===== src/rtl/rcs_pkg.sv =====
// rcs_pkg: shared constants and types of the reset cause and sequencer block.
// assumes a 100 MHz system clock and a 32-bit APB register port.
package rcs_pkg;
   // ---------------------------------------------------------------
   // register map and field layout
   // ---------------------------------------------------------------
   localparam logic [11:0] RCC_ADDR  = 12'h000;  // reset_cause_control
   localparam logic [11:0] SEQ_ADDR  = 12'h004;  // sequencer status, read only
   localparam int TRAP_B  = 15;
   localparam int ILL_B   = 14;
   localparam int CM_B    = 9;
   localparam int VREG_B  = 8;
   localparam int EXT_B   = 7;
   localparam int SWR_B   = 6;
   localparam int WDTEN_B = 5;
   localparam int WATCHDOG_TIMEOUT_FLAG_B  = 4;
   localparam int SLP_B   = 3;
   localparam int IDL_B   = 2;
   localparam int BOR_B   = 1;
   localparam int POR_B   = 0;
   localparam logic [15:0] RCC_RST   = 16'h0003;  // power-on value
   localparam logic [15:0] RCC_WMASK = 16'hc3ff;  // implemented bits
   localparam logic [15:0] BOR_KEEP  = 16'h01a1;  // bits a brown-out leaves alone
   // ---------------------------------------------------------------
   // timing: figures in ns, cycles derived from the clock period
   // ---------------------------------------------------------------
   localparam int CLK_PERIOD_NS = 10;
   localparam int POR_EXT_NS    = 30000;
   localparam int BOR_EXT_NS    = 100000;
   localparam int POWERUP_TIMER_NS       = 64000000;
   localparam int LOCK_NS       = 1500000;
   localparam int CLOCK_FAIL_MONITOR_NS       = 900000;
   localparam int OSCD_FRC_NS   = 1100;
   localparam int OSCD_LOW_POWER_INTERNAL_OSC_NS  = 70000;
   localparam int POR_EXT_CYC   = POR_EXT_NS / CLK_PERIOD_NS;
   localparam int BOR_EXT_CYC   = BOR_EXT_NS / CLK_PERIOD_NS;
   localparam int POWERUP_TIMER_CYC      = POWERUP_TIMER_NS / CLK_PERIOD_NS;
   localparam int LOCK_CYC      = LOCK_NS / CLK_PERIOD_NS;
   localparam int CLOCK_FAIL_MONITOR_CYC      = CLOCK_FAIL_MONITOR_NS / CLK_PERIOD_NS;
   localparam int OSCD_FRC_CYC  = OSCD_FRC_NS / CLK_PERIOD_NS;
   localparam int OSCD_LOW_POWER_INTERNAL_OSC_CYC = OSCD_LOW_POWER_INTERNAL_OSC_NS / CLK_PERIOD_NS;
   localparam int OST_PERIODS   = 1024;
   localparam int CNT_W         = 23;
   // ---------------------------------------------------------------
   // clock select codes and what each mode needs before it is ready
   // 0 fast rc, 1 fast rc pll, 2 crystal, 3 crystal pll,
   // 4 secondary crystal, 5 low power rc, 6 ext clock, 7 ext clock pll
   // ---------------------------------------------------------------
   localparam logic [2:0] MODE_LOW_POWER_INTERNAL_OSC = 3'h5;
   localparam logic [7:0] OSCD_MASK = 8'h3f;
   localparam logic [7:0] OST_MASK  = 8'h1c;
   localparam logic [7:0] PLL_MASK  = 8'h8a;
   // ---------------------------------------------------------------
   // sequencer states and bus carriers
   // ---------------------------------------------------------------
   typedef enum logic [7:0] {
      ST_HOLD = 8'h01, ST_EXT  = 8'h02, ST_POWERUP_TIMER = 8'h04, ST_OSCD = 8'h08,
      ST_OST  = 8'h10, ST_LOCK = 8'h20, ST_RUN  = 8'h40, ST_WARM = 8'h80
   } rcs_state_t;
   typedef struct packed {
      logic        psel;
      logic        penable;
      logic        pwrite;
      logic [11:0] paddr;
      logic [31:0] pwdata;
      logic [3:0]  pstrb;
   } rcs_apb_req_t;
   typedef struct packed {
      logic        pready;
      logic        pslverr;
      logic [31:0] prdata;
   } rcs_apb_rsp_t;
endpackage : rcs_pkg


===== src/rtl/rcs_top.sv =====
// rcs_top: reset cause register and cold/warm reset sequencer.
// assumes supply detectors, the reset pin and the oscillator are asynchronous;
// core events arrive as one-cycle pulses on clk_i.
// How it works
// - trap conflict reset sets cause bit 15.
// - illegal opcode, address mode or bad pointer reset sets bit 14.
// - bits 13 to 10 always read zero.
// - configuration mismatch reset sets bit 9.
// - bit 8 one keeps regulator active in sleep, zero puts it in standby.
// - external reset pin sets bit 7.
// - reset instruction sets bit 6.
// - bit 5 enables watchdog; unprogrammed fuse keeps watchdog on anyway.
// - watchdog time-out sets bit 4.
// - sleep sets bit 3, idle sets bit 2.
// - brown-out sets bit 1, which is one after power-on.
// - power-on sets bit 0, which is one after power-on.
// - software may set or clear any implemented bit without causing a reset.
// - power-on or brown-out is cold: cold-start select picks clock.
// - other resets are warm and keep the current clock select.
// - stay in reset until supplies stable and power-up timer done; fetch waits for clock ready.
// - ready delay per mode: start-up, start-up timer, pll lock.
// - start-up timer counts 1024 oscillator periods.
// - pll modes add 1.5 ms lock time.
// - after power-on hold until supply good plus 30 us at most.
// - after brown-out hold until supply good plus 100 us at most.
// - power-up timer holds reset 64 ms, then master reset releases.
// - once clock ready, fetch starts at address zero.
// - clock monitor starts after clock ready plus 900 us at most.
// - power-on clears every cause bit except the power-on and brown-out flags.
// - watchdog flag cleared by power-save, watchdog clear, power-on, brown-out.
`timescale 1ns/1ps
`default_nettype none
module rcs_top #(
   parameter int unsigned BOR_EXT_CYC   = rcs_pkg::BOR_EXT_CYC,
   parameter int unsigned POWERUP_TIMER_CYC      = rcs_pkg::POWERUP_TIMER_CYC,
   parameter int unsigned LOCK_CYC      = rcs_pkg::LOCK_CYC,
   parameter int unsigned CLOCK_FAIL_MONITOR_CYC      = rcs_pkg::CLOCK_FAIL_MONITOR_CYC,
   parameter int unsigned OSCD_LOW_POWER_INTERNAL_OSC_CYC = rcs_pkg::OSCD_LOW_POWER_INTERNAL_OSC_CYC
) (
   input  wire logic                 clk_i,
   input  wire logic                 resetn_i,
   input  wire logic                 ce_i,
   input  wire rcs_pkg::rcs_apb_req_t apb_req_i,
   output var  rcs_pkg::rcs_apb_rsp_t apb_rsp_o,
   input  wire logic                 por_active_i,
   input  wire logic                 bor_active_i,
   input  wire logic                 external_reset_pin_n_i,
   input  wire logic                 osc_clk_i,
   input  wire logic                 trap_conflict_i,
   input  wire logic                 illegal_cond_i,
   input  wire logic                 config_mismatch_i,
   input  wire logic                 sw_reset_instr_i,
   input  wire logic                 wdt_timeout_i,
   input  wire logic                 sleep_entry_i,
   input  wire logic                 idle_entry_i,
   input  wire logic                 power_save_instr_i,
   input  wire logic                 watchdog_clear_instr_i,
   input  wire logic                 watchdog_fuse_enable_i,
   input  wire logic                 clock_fail_monitor_en_i,
   input  wire logic [2:0]           coldstart_clock_select_i,
   output logic                      master_reset_n_o,
   output logic                      fetch_enable_o,
   output logic [23:0]               fetch_addr_o,
   output logic [2:0]                current_clock_select_o,
   output logic                      clock_monitor_en_o,
   output logic                      watchdog_enable_o,
   output logic                      regulator_standby_o
);
   // ---------------------------------------------------------------
   // pin synchronisers: three flops, a level counts once 2nd and 3rd agree
   // bit 0 power-on, 1 brown-out, 2 reset pin (low active), 3 oscillator
   // ---------------------------------------------------------------
   logic [3:0] sync1_r, sync2_r, sync3_r, filt_r;
   wire  [3:0] pins     = {osc_clk_i, external_reset_pin_n_i, bor_active_i, por_active_i};
   wire  [3:0] filt_nxt = (sync2_r & ~(sync2_r ^ sync3_r)) | (filt_r & (sync2_r ^ sync3_r));
   always_ff @(posedge clk_i) begin
      if (!resetn_i) begin
         sync1_r <= 4'h7;
         sync2_r <= 4'h7;
         sync3_r <= 4'h7;
         filt_r  <= 4'h7;
      end else if (ce_i) begin
         sync1_r <= pins;
         sync2_r <= sync1_r;
         sync3_r <= sync2_r;
         filt_r  <= filt_nxt;
      end
   end
   wire por_lvl  = filt_r[0];
   wire bor_lvl  = filt_r[1];
   wire pin_rst  = ~filt_r[2];
   wire osc_edge = filt_nxt[3] & ~filt_r[3];  // one rising oscillator period

   // ---------------------------------------------------------------
   // reset cause register
   // ---------------------------------------------------------------
   logic [15:0] rcc_r;
   wire  [15:0] wr_mask  = {{8{apb_req_i.pstrb[1]}}, {8{apb_req_i.pstrb[0]}}};
   wire         acc      = apb_req_i.psel & apb_req_i.penable & apb_rsp_o.pready;
   wire         wr_rcc   = acc & apb_req_i.pwrite & (apb_req_i.paddr == rcs_pkg::RCC_ADDR);
   // software write merges by byte lane; unimplemented bits never store
   wire  [15:0] rcc_sw   = wr_rcc ? (((rcc_r & ~wr_mask) | (apb_req_i.pwdata[15:0] & wr_mask))
                                     & rcs_pkg::RCC_WMASK) : rcc_r;
   // hardware clears first, sets last, so a set in the clear cycle wins
   wire         watchdog_timeout_flag_clr = power_save_instr_i | watchdog_clear_instr_i;
   wire  [15:0] rcc_clr  = bor_lvl ? (rcc_sw & rcs_pkg::BOR_KEEP)
                         : (rcc_sw & ~(16'(watchdog_timeout_flag_clr) << rcs_pkg::WATCHDOG_TIMEOUT_FLAG_B));
   wire  [15:0] hw_set   = (16'(trap_conflict_i)   << rcs_pkg::TRAP_B)
                         | (16'(illegal_cond_i)    << rcs_pkg::ILL_B)
                         | (16'(config_mismatch_i) << rcs_pkg::CM_B)
                         | (16'(pin_rst)           << rcs_pkg::EXT_B)
                         | (16'(sw_reset_instr_i)  << rcs_pkg::SWR_B)
                         | (16'(wdt_timeout_i)     << rcs_pkg::WATCHDOG_TIMEOUT_FLAG_B)
                         | (16'(sleep_entry_i)     << rcs_pkg::SLP_B)
                         | (16'(idle_entry_i)      << rcs_pkg::IDL_B)
                         | (16'(bor_lvl)           << rcs_pkg::BOR_B);
   // power-on holds the register at its power-on value
   wire  [15:0] rcc_nxt  = por_lvl ? rcs_pkg::RCC_RST : (rcc_clr | hw_set);
   always_ff @(posedge clk_i) begin
      if (!resetn_i) begin
         rcc_r <= rcs_pkg::RCC_RST;
      end else if (ce_i) begin
         rcc_r <= rcc_nxt;
      end
   end

   // ---------------------------------------------------------------
   // sequencer: cold path hold, extension, power-up timer, clock ready
   // ---------------------------------------------------------------
   rcs_pkg::rcs_state_t st_r, st_nxt;
   logic [rcs_pkg::CNT_W-1:0] cnt_r, cnt_nxt;
   logic       from_por_r;
   logic       clk_ready_r;
   logic [2:0] clk_sel_r;
   wire        cold    = por_lvl | bor_lvl;
   wire        warm    = pin_rst | trap_conflict_i | illegal_cond_i | config_mismatch_i
                         | sw_reset_instr_i | wdt_timeout_i;
   wire        need_oscd = rcs_pkg::OSCD_MASK[clk_sel_r];
   wire        need_ost  = rcs_pkg::OST_MASK[clk_sel_r];
   wire        need_pll  = rcs_pkg::PLL_MASK[clk_sel_r];
   wire [rcs_pkg::CNT_W-1:0] ext_last  = from_por_r
        ? rcs_pkg::CNT_W'(rcs_pkg::POR_EXT_CYC - 1)
        : rcs_pkg::CNT_W'(BOR_EXT_CYC - 1);
   wire [rcs_pkg::CNT_W-1:0] oscd_last = (clk_sel_r == rcs_pkg::MODE_LOW_POWER_INTERNAL_OSC)
        ? rcs_pkg::CNT_W'(OSCD_LOW_POWER_INTERNAL_OSC_CYC - 1) : rcs_pkg::CNT_W'(rcs_pkg::OSCD_FRC_CYC - 1);
   wire [rcs_pkg::CNT_W-1:0] powerup_timer_last = rcs_pkg::CNT_W'(POWERUP_TIMER_CYC - 1);
   wire [rcs_pkg::CNT_W-1:0] ost_last  = rcs_pkg::CNT_W'(rcs_pkg::OST_PERIODS - 1);
   wire [rcs_pkg::CNT_W-1:0] lock_last = rcs_pkg::CNT_W'(LOCK_CYC - 1);
   // clock-ready stage that follows oscillator start-up in the selected mode
   wire rcs_pkg::rcs_state_t after_oscd = need_ost ? rcs_pkg::ST_OST
                                       : (need_pll ? rcs_pkg::ST_LOCK : rcs_pkg::ST_RUN);

   // next state; a cold source outranks everything
   always_comb begin
      st_nxt  = st_r;
      cnt_nxt = cnt_r + rcs_pkg::CNT_W'(1);
      case (st_r)
         rcs_pkg::ST_HOLD: begin
            cnt_nxt = '0;
            if (!cold) st_nxt = rcs_pkg::ST_EXT;
         end
         rcs_pkg::ST_EXT: begin
            if (cnt_r == ext_last) begin
               st_nxt  = rcs_pkg::ST_POWERUP_TIMER;
               cnt_nxt = '0;
            end
         end
         rcs_pkg::ST_POWERUP_TIMER: begin
            if (cnt_r == powerup_timer_last) begin
               st_nxt  = need_oscd ? rcs_pkg::ST_OSCD : after_oscd;
               cnt_nxt = '0;
            end
         end
         rcs_pkg::ST_OSCD: begin
            if (cnt_r == oscd_last) begin
               st_nxt  = after_oscd;
               cnt_nxt = '0;
            end
         end
         rcs_pkg::ST_OST: begin
            cnt_nxt = osc_edge ? cnt_r + rcs_pkg::CNT_W'(1) : cnt_r;
            if (osc_edge && cnt_r == ost_last) begin
               st_nxt  = need_pll ? rcs_pkg::ST_LOCK : rcs_pkg::ST_RUN;
               cnt_nxt = '0;
            end
         end
         rcs_pkg::ST_LOCK: begin
            if (cnt_r == lock_last) begin
               st_nxt  = rcs_pkg::ST_RUN;
               cnt_nxt = '0;
            end
         end
         rcs_pkg::ST_RUN: begin
            cnt_nxt = '0;
            if (warm) st_nxt = rcs_pkg::ST_WARM;
         end
         rcs_pkg::ST_WARM: begin
            cnt_nxt = '0;
            // clock kept running, so release is one cycle after the source
            if (!warm) st_nxt = clk_ready_r ? rcs_pkg::ST_RUN : rcs_pkg::ST_OSCD;
         end
         default: begin
            st_nxt  = rcs_pkg::ST_HOLD;
            cnt_nxt = '0;
         end
      endcase
      // a warm source during clock start-up must still pull master reset
      if (warm && st_r inside {rcs_pkg::ST_OSCD, rcs_pkg::ST_OST, rcs_pkg::ST_LOCK})
         st_nxt = rcs_pkg::ST_WARM;
      if (cold) begin
         st_nxt  = rcs_pkg::ST_HOLD;
         cnt_nxt = '0;
      end
   end

   // state, counter and cold-start clock pick
   always_ff @(posedge clk_i) begin
      if (!resetn_i) begin
         st_r        <= rcs_pkg::ST_HOLD;
         cnt_r       <= '0;
         from_por_r  <= 1'b1;
         clk_ready_r <= 1'b0;
         clk_sel_r   <= 3'h0;
      end else if (ce_i) begin
         st_r  <= st_nxt;
         cnt_r <= cnt_nxt;
         if (cold) begin
            from_por_r  <= por_lvl;
            clk_ready_r <= 1'b0;
            clk_sel_r   <= coldstart_clock_select_i;
         end else if (st_nxt == rcs_pkg::ST_RUN) begin
            clk_ready_r <= 1'b1;
         end
      end
   end

   // ---------------------------------------------------------------
   // clock monitor delay: counts from the first ready cycle, warm
   // resets do not restart it since the clock never stopped
   // ---------------------------------------------------------------
   logic [rcs_pkg::CNT_W-1:0] clock_fail_monitor_cnt_r;
   wire clock_fail_monitor_done = (clock_fail_monitor_cnt_r == rcs_pkg::CNT_W'(CLOCK_FAIL_MONITOR_CYC));
   always_ff @(posedge clk_i) begin
      if (!resetn_i) begin
         clock_fail_monitor_cnt_r <= '0;
      end else if (ce_i) begin
         if (!clk_ready_r) clock_fail_monitor_cnt_r <= '0;
         else if (!clock_fail_monitor_done) clock_fail_monitor_cnt_r <= clock_fail_monitor_cnt_r + rcs_pkg::CNT_W'(1);
      end
   end

   // ---------------------------------------------------------------
   // registered outputs
   // ---------------------------------------------------------------
   wire mrst_n_nxt = !(st_nxt == rcs_pkg::ST_HOLD || st_nxt == rcs_pkg::ST_EXT
                    || st_nxt == rcs_pkg::ST_POWERUP_TIMER || st_nxt == rcs_pkg::ST_WARM);
   always_ff @(posedge clk_i) begin
      if (!resetn_i) begin
         master_reset_n_o       <= 1'b0;
         fetch_enable_o         <= 1'b0;
         fetch_addr_o           <= 24'h000000;
         current_clock_select_o <= 3'h0;
         clock_monitor_en_o     <= 1'b0;
         watchdog_enable_o      <= 1'b1;
         regulator_standby_o    <= 1'b1;
      end else if (ce_i) begin
         master_reset_n_o       <= mrst_n_nxt;
         fetch_enable_o         <= (st_nxt == rcs_pkg::ST_RUN);
         fetch_addr_o           <= 24'h000000;
         current_clock_select_o <= clk_sel_r;
         clock_monitor_en_o     <= clock_fail_monitor_en_i & clock_fail_monitor_done;
         watchdog_enable_o      <= watchdog_fuse_enable_i | rcc_r[rcs_pkg::WDTEN_B];
         regulator_standby_o    <= ~rcc_r[rcs_pkg::VREG_B];
      end
   end

   // ---------------------------------------------------------------
   // apb slave: zero wait states, answer decoded in the setup cycle
   // ---------------------------------------------------------------
   wire        setup   = apb_req_i.psel & ~apb_req_i.penable;
   wire        hit_rcc = (apb_req_i.paddr == rcs_pkg::RCC_ADDR);
   wire        hit_seq = (apb_req_i.paddr == rcs_pkg::SEQ_ADDR);
   wire [31:0] seq_stat = {18'h00000, clock_fail_monitor_done, clk_ready_r, master_reset_n_o,
                           clk_sel_r, st_r};
   wire [31:0] rd_mux  = hit_rcc ? {16'h0000, rcc_r} : (hit_seq ? seq_stat : 32'h00000000);
   always_ff @(posedge clk_i) begin
      if (!resetn_i) begin
         apb_rsp_o <= '0;
      end else if (ce_i) begin
         apb_rsp_o.pready  <= setup;
         apb_rsp_o.pslverr <= setup & ~(hit_rcc | hit_seq);
         apb_rsp_o.prdata  <= (setup & ~apb_req_i.pwrite) ? rd_mux : 32'h00000000;
      end
   end

   // ---------------------------------------------------------------
   // checks
   // ---------------------------------------------------------------
   property p_unimpl;
      @(posedge clk_i) disable iff (!resetn_i) rcc_r[13:10] == 4'h0;
   endproperty
   a_unimpl: assert property (p_unimpl) else $error("unimplemented bits set");

   property p_trap;
      @(posedge clk_i) disable iff (!resetn_i)
         ce_i && trap_conflict_i && !por_lvl |=> rcc_r[rcs_pkg::TRAP_B];
   endproperty
   a_trap: assert property (p_trap) else $error("trap flag not set");

   property p_ill;
      @(posedge clk_i) disable iff (!resetn_i)
         ce_i && illegal_cond_i && !por_lvl |=> rcc_r[rcs_pkg::ILL_B] && !master_reset_n_o;
   endproperty
   a_ill: assert property (p_ill) else $error("illegal flag or reset missing");

   property p_swr;
      @(posedge clk_i) disable iff (!resetn_i)
         ce_i && sw_reset_instr_i && !por_lvl |=> rcc_r[rcs_pkg::SWR_B];
   endproperty
   a_swr: assert property (p_swr) else $error("software reset flag not set");

   property p_por;
      @(posedge clk_i) disable iff (!resetn_i)
         ce_i && por_lvl |=> rcc_r == rcs_pkg::RCC_RST && !master_reset_n_o;
   endproperty
   a_por: assert property (p_por) else $error("power-on did not clear causes");

   property p_watchdog_timeout_flag_clr;
      @(posedge clk_i) disable iff (!resetn_i)
         ce_i && watchdog_clear_instr_i && !wdt_timeout_i && !wr_rcc && !por_lvl
         |=> !rcc_r[rcs_pkg::WATCHDOG_TIMEOUT_FLAG_B];
   endproperty
   a_watchdog_timeout_flag_clr: assert property (p_watchdog_timeout_flag_clr) else $error("watchdog flag not cleared");

   property p_wdt_en;
      @(posedge clk_i) disable iff (!resetn_i)
         ce_i && watchdog_fuse_enable_i |=> watchdog_enable_o;
   endproperty
   a_wdt_en: assert property (p_wdt_en) else $error("fuse did not force watchdog");

   property p_release;
      @(posedge clk_i) disable iff (!resetn_i)
         $rose(master_reset_n_o) |-> $past(st_r) inside {rcs_pkg::ST_POWERUP_TIMER, rcs_pkg::ST_WARM};
   endproperty
   a_release: assert property (p_release) else $error("master reset released early");

   property p_fetch;
      @(posedge clk_i) disable iff (!resetn_i)
         fetch_enable_o |-> master_reset_n_o && clk_ready_r && fetch_addr_o == 24'h000000;
   endproperty
   a_fetch: assert property (p_fetch) else $error("fetch before clock ready");

   property p_clock_fail_monitor;
      @(posedge clk_i) disable iff (!resetn_i)
         $rose(clock_monitor_en_o) |-> $past(clock_fail_monitor_cnt_r) == rcs_pkg::CNT_W'(CLOCK_FAIL_MONITOR_CYC);
   endproperty
   a_clock_fail_monitor: assert property (p_clock_fail_monitor) else $error("clock monitor started early");

   property p_sw_no_rst;
      @(posedge clk_i) disable iff (!resetn_i)
         ce_i && wr_rcc && st_r == rcs_pkg::ST_RUN && !warm && !cold |=> master_reset_n_o;
   endproperty
   a_sw_no_rst: assert property (p_sw_no_rst) else $error("register write caused reset");
endmodule : rcs_top
`default_nettype wire


===== config.mk =====
export PLATFORM = sky130hd
export DESIGN_NAME = rcs_top
export DESIGN_NICKNAME = d
export VERILOG_FILES = /design/src/rtl/rcs_pkg.sv /design/src/rtl/rcs_top.sv
export SDC_FILE = /design/constraint.sdc
export NUM_CORES = 1
export LEC_CHECK = 0
export ABC_AREA = 1
export BUFFER_PORTS_ARGS = -buffer_cell sky130_fd_sc_hd__buf_2
export CAP_MARGIN = 5
export CORE_ASPECT_RATIO = 2
export CORE_MARGIN = 4
export CORE_UTILIZATION = 38
export CTS_BUF_LIST = sky130_fd_sc_hd__clkbuf_16
export CTS_CLUSTER_DIAMETER = 50
export DETAILED_ROUTE_END_ITERATION = 8
export PLACE_DENSITY = 0.68
export RECOVER_POWER = 50
export SKIP_CTS_REPAIR_TIMING = 1
export SLEW_MARGIN = 20
export SYNTH_ARGS = -nofsm -noshare
export SYNTH_HDL_FRONTEND = slang
export SYNTH_SLANG_ARGS = --single-unit

===== constraint.sdc =====
create_clock -name clk_i -period 3.2 [get_ports clk_i]
set_clock_uncertainty 0.1 [all_clocks]
set_input_delay 0.64 -clock clk_i [delete_from_list [all_inputs] [get_ports clk_i]]
set_output_delay 0.64 -clock clk_i [all_outputs]
set_load 0.05 [all_outputs]

==> out/results.ini, run 1 <==
[timing]
setup_ws_ps=580
rsz0062_at_grt=no
finalSetupViolations=0
timing.fmax_ghz=0.382
tns_ps=0
fin_crit_sh_pct=81.9
tightest_slew_ps=1490
period_needed_ps=2620
slew_headroom_pct=0.889
hold_viol_final=0
final-max-slew-violation-count=0

[layout]
final_util_pct=43.7
diodes=0
area.growth.synth_to_final_pct=13.3
drive_above_1_share_pct=13.6
final_cell_area_um2=8190
final_common_cell=nand2_1
layout_common_cells=296 x nand2_1, 125 x nor2_1, 116 x dfxtp_1
fin_nets=1236

[power]
powerDensity_nw_per_um2=479
p_sw_w=0.00101
seq_power_share_pct=38.2
combPwrFrac_pct=8.8
intPower_w=0.00292
irDropWorstVdd_mv=0.463
netSwitchingFraction_pct=25.6
pwr-share-clk_pct=53.1
p_leak_nw=3.28

[route]
via_per_inst=5.03
route.vias.total=7193
wl_um=21400
drt-initial-drc-count=297
ant_nets=0
drc=0
dr.pass1.iters=5
wl_per_cell_um=15.0

[run]
maxCapViolCount=0

[synthesis]
synth_top_area_cell=dfxtp_1
synth.avg_cell_area_um2=6.57
synth_area_um2=7230
synth.distinct_cells=48
seq_area_frac_synth_pct=32.1
synth_area_leaders=dfxtp_1 32%, nand2_1 15%, nor2_1 6.4%
synthArstFlopShare_pct=0
synth_edf_count=0
yosys_warnings=0
synthCells=1100
synthDominantCellAreaShare_pct=32.1
ys_ff_latch=116
synth_flop_cell=dfxtp_1

[clock_network]
clock_path_buffers=2
cts.sinks=116
cts_tree=yes
root_buffer=clkbuf_16
clk_pin_slew_ps=60
cts_buffers=17
clkLatencyLatePin_ps=420
cts-htree-levels=4

[worst_hold_path]
hold_start=watchdog_fuse_enable_i
min_path_cells=3
holdPathEnd=watchdog_enable_o
hp-class=input pin to flip-flop

[floorplanning]
io_pins=138
die_area_um2=21400
die_h_um=203
std_cell_rows=71
core-area_um2=18700
initial_core_util_pct=38.6
die_w_um=106

[grt]
use_met2_pct=38.7
track_usage_pct=20.5
antenna_found_initial=0
met3_usage_pct=3.40
grt_max_degree=42
grt_first_pass_wirelength_um=35100
grt.overflow.total=0
grt_pass1_vias=7264
top_usage_layer=met2
grt_util_met1_pct=19.4

[setup_path]
reg2regPathDepth=12
cp_data_required_time_ps=3430
r2r-start=cnt_r[1]
worstSetupStartpointType=input pin
worstPathMaxFanout=25
worstSetupPathType=input pin to flip-flop
endpoint_kind=flip-flop
r2r_end=cnt_r[6]
r2r_setup_slack_ps=700
cp.arrival_ps=2850

[placed_design]
io_buffers=75
place_area_um2=7610
post-place-ws_ps=735
hpwlAfterDp_um=16500
gp_congestion=0.941

[outcome]
outcome=completed

-- state kept, by name (all words and copies together), names as in the netlist, 4 cells and up --
register	flops
apb_rsp_o	18
sync2_r	4
st_r	8
clock_fail_monitor_cnt_r	23
filt_r	4
cnt_r	23
sync3_r	4
rcc_r	12
sync1_r	4
-- power groups by stage --
stage	logic, W	clock network, W	registers (W)
after global placement	0.000347	0	0.00153
after CTS	0.000351	0.00211	0.00150
after detailed placement	0.000350	0	0.00153
after floorplan	0.000283	0	0.00154
after global routing	0.000377	0.00216	0.00150
final	0.000345	0.00208	0.00150
-- metrics by stage --
stage	power, W	hold WS, ps	cells
4_1_cts	0.00396	337	1429
3_3_place_gp	0.00187	344	1397
2_1_floorplan	0.00182	329	1139
6_report	0.00392	347	1429
3_5_place_dp	0.00188	348	1397
5_1_grt	0.00404	370	1429
-- critical path: stages --
cell and delay (ps):
clkbuf_1 100, inv_1 510, clkbuf_1 820, clkbuf_2 510, o21ai_0 150, o211ai_1 100
-- synthesized netlist by cell type, drive strengths merged (3+ instances only) --
library cell and count:
nand2 306, nor2 131, dfxtp 116, inv 110, nand3 89, a21oi 84
buf 56, o21ai 40, nor3 34, nand4 29, clkbuf 26, xor2 18
nor4 9, or2 9, a31oi 7, mux2i 6, xnor2 6, o211ai 5
a21o 4, ha 3, o22ai 3
-- metal layers --
layer / routed length (um) / vias to the layer above
met5: 0 / -
met4: 1510 / 0
met1: 7500 / 3299
li1: - / 3612
met3: 736 / 91
met2: 11700 / 191
-- cell type report --
cell class                 count  area, um2
multi-input combinational    831       4090
clock buffer                  17        425
sequential                   116       2320
tap                          255        319
inverter                     110        413
fill                        1967      10600
clock inverter                15        211
timing repair buffer          85        405
-- kinds of logic after synthesis --
kind of cell | after synthesis | synth area share, %
fa+ha+maj | 3 | 0.519
flops | 116 | 32.1
other cells | 1 | 0.0519
compound gates | 148 | 11.7
buf+inv | 192 | 13.2
mux | 6 | 0.831
simple gates | 610 | 38.7
xor+xnor | 24 | 2.91
-- worst max-delay path by stage --
| stage | cells past startpoint | start | to | slack (ps) |
|---|---|---|---|---|
| floorplan | 8 | ce_i | apb_rsp_o[3] | 1300 |
| global placement | 12 | cnt_r[1] | cnt_r[1] | 740 |
| detailed placement | 12 | cnt_r[1] | cnt_r[1] | 740 |
| CTS | 12 | cnt_r[1] | cnt_r[6] | 690 |
| global route | 6 | ce_i | apb_rsp_o[2] | 330 |
| finish | 6 | ce_i | filt_r[1] | 580 |
Note: power is estimated with default switching activity, not from simulation.
==> run 2: changes to the inputs <==
Settings changed: ABC_AREA 1 to 0, PLACE_DENSITY 0.68 to 0.7.
Clock period 3.2 ns to 2.56 ns, I/O delays scaled along.
==> run 2 against run 1 <==
Against the previous run:
- the flow now finishes with violations (negative setup slack)
- largest power group unchanged
- count of clock-buffer cells in the layout did not move
- global-route usage fell by 0.92 points
- first-iteration DRC count rose by 9.1%
- total power rose by 14%
==> out/results.ini, run 2 <==
[synthesis]
synth_edf_count=0  ; unchanged
synth_top_area_cell=dfxtp_1  ; unchanged
synth_fa_ha_area_share_pct=0.620  ; was 0.519%
synth_area_leaders=dfxtp_1 38%, mux2i_1 6.8%, nor2_1 5.2%  ; was dfxtp_1 32%, nand2_1 15%, nor2_1 6.4%
synth_flop_cell=dfxtp_1  ; unchanged
synth_area_um2=6050  ; was 7230 um2
yosys_warnings=0  ; unchanged
synth-compound-area-share_pct=14.9  ; was 11.7%
ys_ff_latch=116  ; unchanged
seq_area_frac_synth_pct=38.4  ; was 32.1%
synthSimpleGateAreaFrac_pct=27.1  ; was 38.7%
synth_xor_area_share_pct=3.33  ; was 2.91%
synthMuxAreaShare_pct=7.15  ; was 0.831%
synth.avg_cell_area_um2=8.19  ; was 6.57 um2
synth_top_family_by_area=simple AND/OR/NAND/NOR gates  ; unchanged
synth_common_cells=116 x dfxtp_1, 84 x nor2_1, 76 x nand2_1  ; was 296 x nand2_1, 124 x nor2_1, 116 x dfxtp_1
synth.most_common_cell=dfxtp_1  ; was nand2_1
synthDominantCellAreaShare_pct=38.4  ; was 32.1%
synthCells=739  ; was 1,100
synth.distinct_cells=65  ; was 48
synthArstFlopShare_pct=0  ; unchanged

[power]
p_leak_nw=3.21  ; was 3.28 nW
combPwrFrac_pct=7.5  ; was 8.8%
seq_power_share_pct=41.1  ; was 38.2%
intPower_w=0.00326  ; was 0.00292 W
netSwitchingFraction_pct=27.0  ; was 25.6%
pwr-share-clk_pct=51.4  ; was 53.1%
p_sw_w=0.00120  ; was 0.00101 W
powerDensity_nw_per_um2=553  ; was 479 nW/um2
irDropWorstVdd_mv=0.645  ; was 0.463 mV
total_power_w=0.00446  ; was 0.00392 W

[clock_network]
root_buffer=clkbuf_16  ; unchanged
cts.sinks=116  ; unchanged
clkLatencyLatePin_ps=420  ; about the same
cts-htree-levels=4  ; unchanged
clock_path_buffers=2  ; unchanged
cts_buffers=17  ; unchanged
clk_pin_slew_ps=60  ; about the same
cts_tree=yes  ; unchanged

[placed_design]
dpl.cell_count=1066  ; was 1,397
hpwlAfterDp_um=13700  ; was 16,500 um
io_buffers=75  ; unchanged
gp_congestion=0.993  ; was 0.941
post-place-ws_ps=-245  ; was 735 ps
place_area_um2=7100  ; was 7610 um2

[setup_path]
worstSetupPathType=flip-flop to flip-flop  ; was input pin to flip-flop
cp_slowest_cell=or4_4  ; was clkbuf_1
path_cells=nor4_4 -> buf_4 -> nand4b_1 -> o31ai_2 -> buf_4 -> a311o_1 -> a311o_1 -> buf_12 -> or4_4 -> nand3_2  ; was clkbuf_1 -> inv_1 -> clkbuf_1 -> clkbuf_2 -> o21ai_0 -> o211ai_1
cp.arrival_ps=2960  ; was 2850 ps
cp_data_required_time_ps=2830  ; was 3430 ps
worstPathMaxFanout=7  ; was 25
critPathMaxStageDelay_ps=500  ; was 820 ps
endpoint_kind=flip-flop  ; unchanged
worstSetupStartpointType=flip-flop  ; was input pin

[layout]
diodes=0  ; unchanged
layout_common_cells=107 x dfxtp_1, 90 x buf_4, 84 x nor2_1  ; was 296 x nand2_1, 125 x nor2_1, 116 x dfxtp_1
final_cell_area_um2=8060  ; was 8190 um2
reg_top3=clock_fail_monitor_cnt_r x23, cnt_r x23, apb_rsp_o x18  ; unchanged
area.growth.synth_to_final_pct=33.2  ; was 13.3%
final_common_cell=dfxtp_1  ; was nand2_1
final_cells=1113  ; was 1,429
drive_above_1_share_pct=26.6  ; was 13.6%
fin_nets=974  ; was 1,236

[route]
drt-initial-drc-count=324  ; was 297
ant_nets=0  ; unchanged
wl_um=18500  ; was 21,400 um
dr.pass1.iters=4  ; was 5
via_per_inst=5.40  ; was 5.03
drc=0  ; unchanged
wl_per_cell_um=16.7  ; was 15.0 um
route.vias.total=6005  ; was 7,193

[timing]
finalSetupViolations=14  ; was 0
timing.fmax_ghz=0.371
slew_headroom_pct=7.78  ; was 0.889%
setup_ws_ps=-137  ; was 580 ps
fin_crit_sh_pct=105
final-max-slew-violation-count=0  ; unchanged
tightest_slew_ps=1380  ; was 1490 ps
hold_viol_final=0  ; unchanged
rsz0062_at_grt=yes  ; was no
period_needed_ps=2700

[floorplanning]
io_pins=138  ; unchanged
initial_core_util_pct=38.6  ; about the same
std_cell_rows=65  ; was 71
die_h_um=186  ; was 203 um
core-area_um2=15700  ; was 18,700 um2
die_w_um=97.2  ; was 106 um
die_area_um2=18100  ; was 21,400 um2

[worst_hold_path]
hp-class=input pin to flip-flop  ; unchanged

[grt]
track_usage_pct=19.6  ; was 20.5%
grt_max_degree=37  ; was 42
antenna_found_initial=0  ; unchanged
grt_first_pass_wirelength_um=28600  ; was 35,100 um
grt.overflow.total=0  ; unchanged
grt_pass1_vias=5983  ; was 7,264

[run]
maxCapViolCount=0  ; unchanged

[outcome]
outcome=finished, violations left  ; was completed
violations=negative setup slack

run 2: worst paths after layout:
check	startpoint	endpoint	slack, ps	depth (start not counted)
worst max-delay path	st_r[1]	cnt_r[19]	-140	10
worst min-delay path	por_active_i	sync1_r[0]	210	3
worst max register to register	st_r[1]	cnt_r[19]	-140	10
worst min register to register	sync3_r[3]	filt_r[3]	370	2
run 2: per-layer routing:
metal	track usage (%)	vias up	part of all wire, %
met5	0	-	0
li1	-	2894	-
met2	38.0	214	55
met1	16.9	2817	33
met4	15.6	0	7.9
met3	3.37	80	4.2
run 2: cell type report:
cell class / count / area [um2]
Inverter: 14 / 52.6
Tap cell: 201 / 251
Clock buffer: 17 / 425
Multi-Input combinational cell: 569 / 3640
Clock inverter: 15 / 148
Sequential cell: 116 / 2340
Timing Repair Buffer: 181 / 1210
Fill cell: 1441 / 7630
run 2: power by group through the flow:
stage	clock network, W	logic (W)	registers, W
after global placement	0	0.000327	0.00187
after global routing	0.00240	0.000352	0.00184
after detailed placement	0	0.000329	0.00187
final	0.00229	0.000333	0.00183
after floorplan	0	0.000275	0.00188
after CTS	0.00232	0.000330	0.00183
run 2: worst max-delay path, delay by kind of cell, from the launching register on:
kind / cells / cell delay [ps]
buffers and inverters: 3 / 470
and+or+nand+nor: 4 / 850
DFF: 1 / 360
AOI/OAI and AO/OA: 3 / 850
run 2: metrics by stage:
stage	hold WS (ps)	TNS (ps)	utilization, %
finish	207	-920	51.4
global route	212	-2590	51.4
CTS	197	-2840	48.9
detailed placement	362	-2510	45.3
global placement	347	-1290	45.3
floorplan	331	-22.3	-
run 2: cell families (layout without fill, tap and decap cells):
kind of cell / Yosys count / in the layout
DFF: 116 / 116
AOI/OAI and AO/OA: 139 / 139
and+or+nand+nor: 321 / 321
xor gates and xnor gates: 23 / 23
adders and majority gates: 3 / 3
other: 1 / 40
buffers and inverters: 93 / 227
muxes: 43 / 43
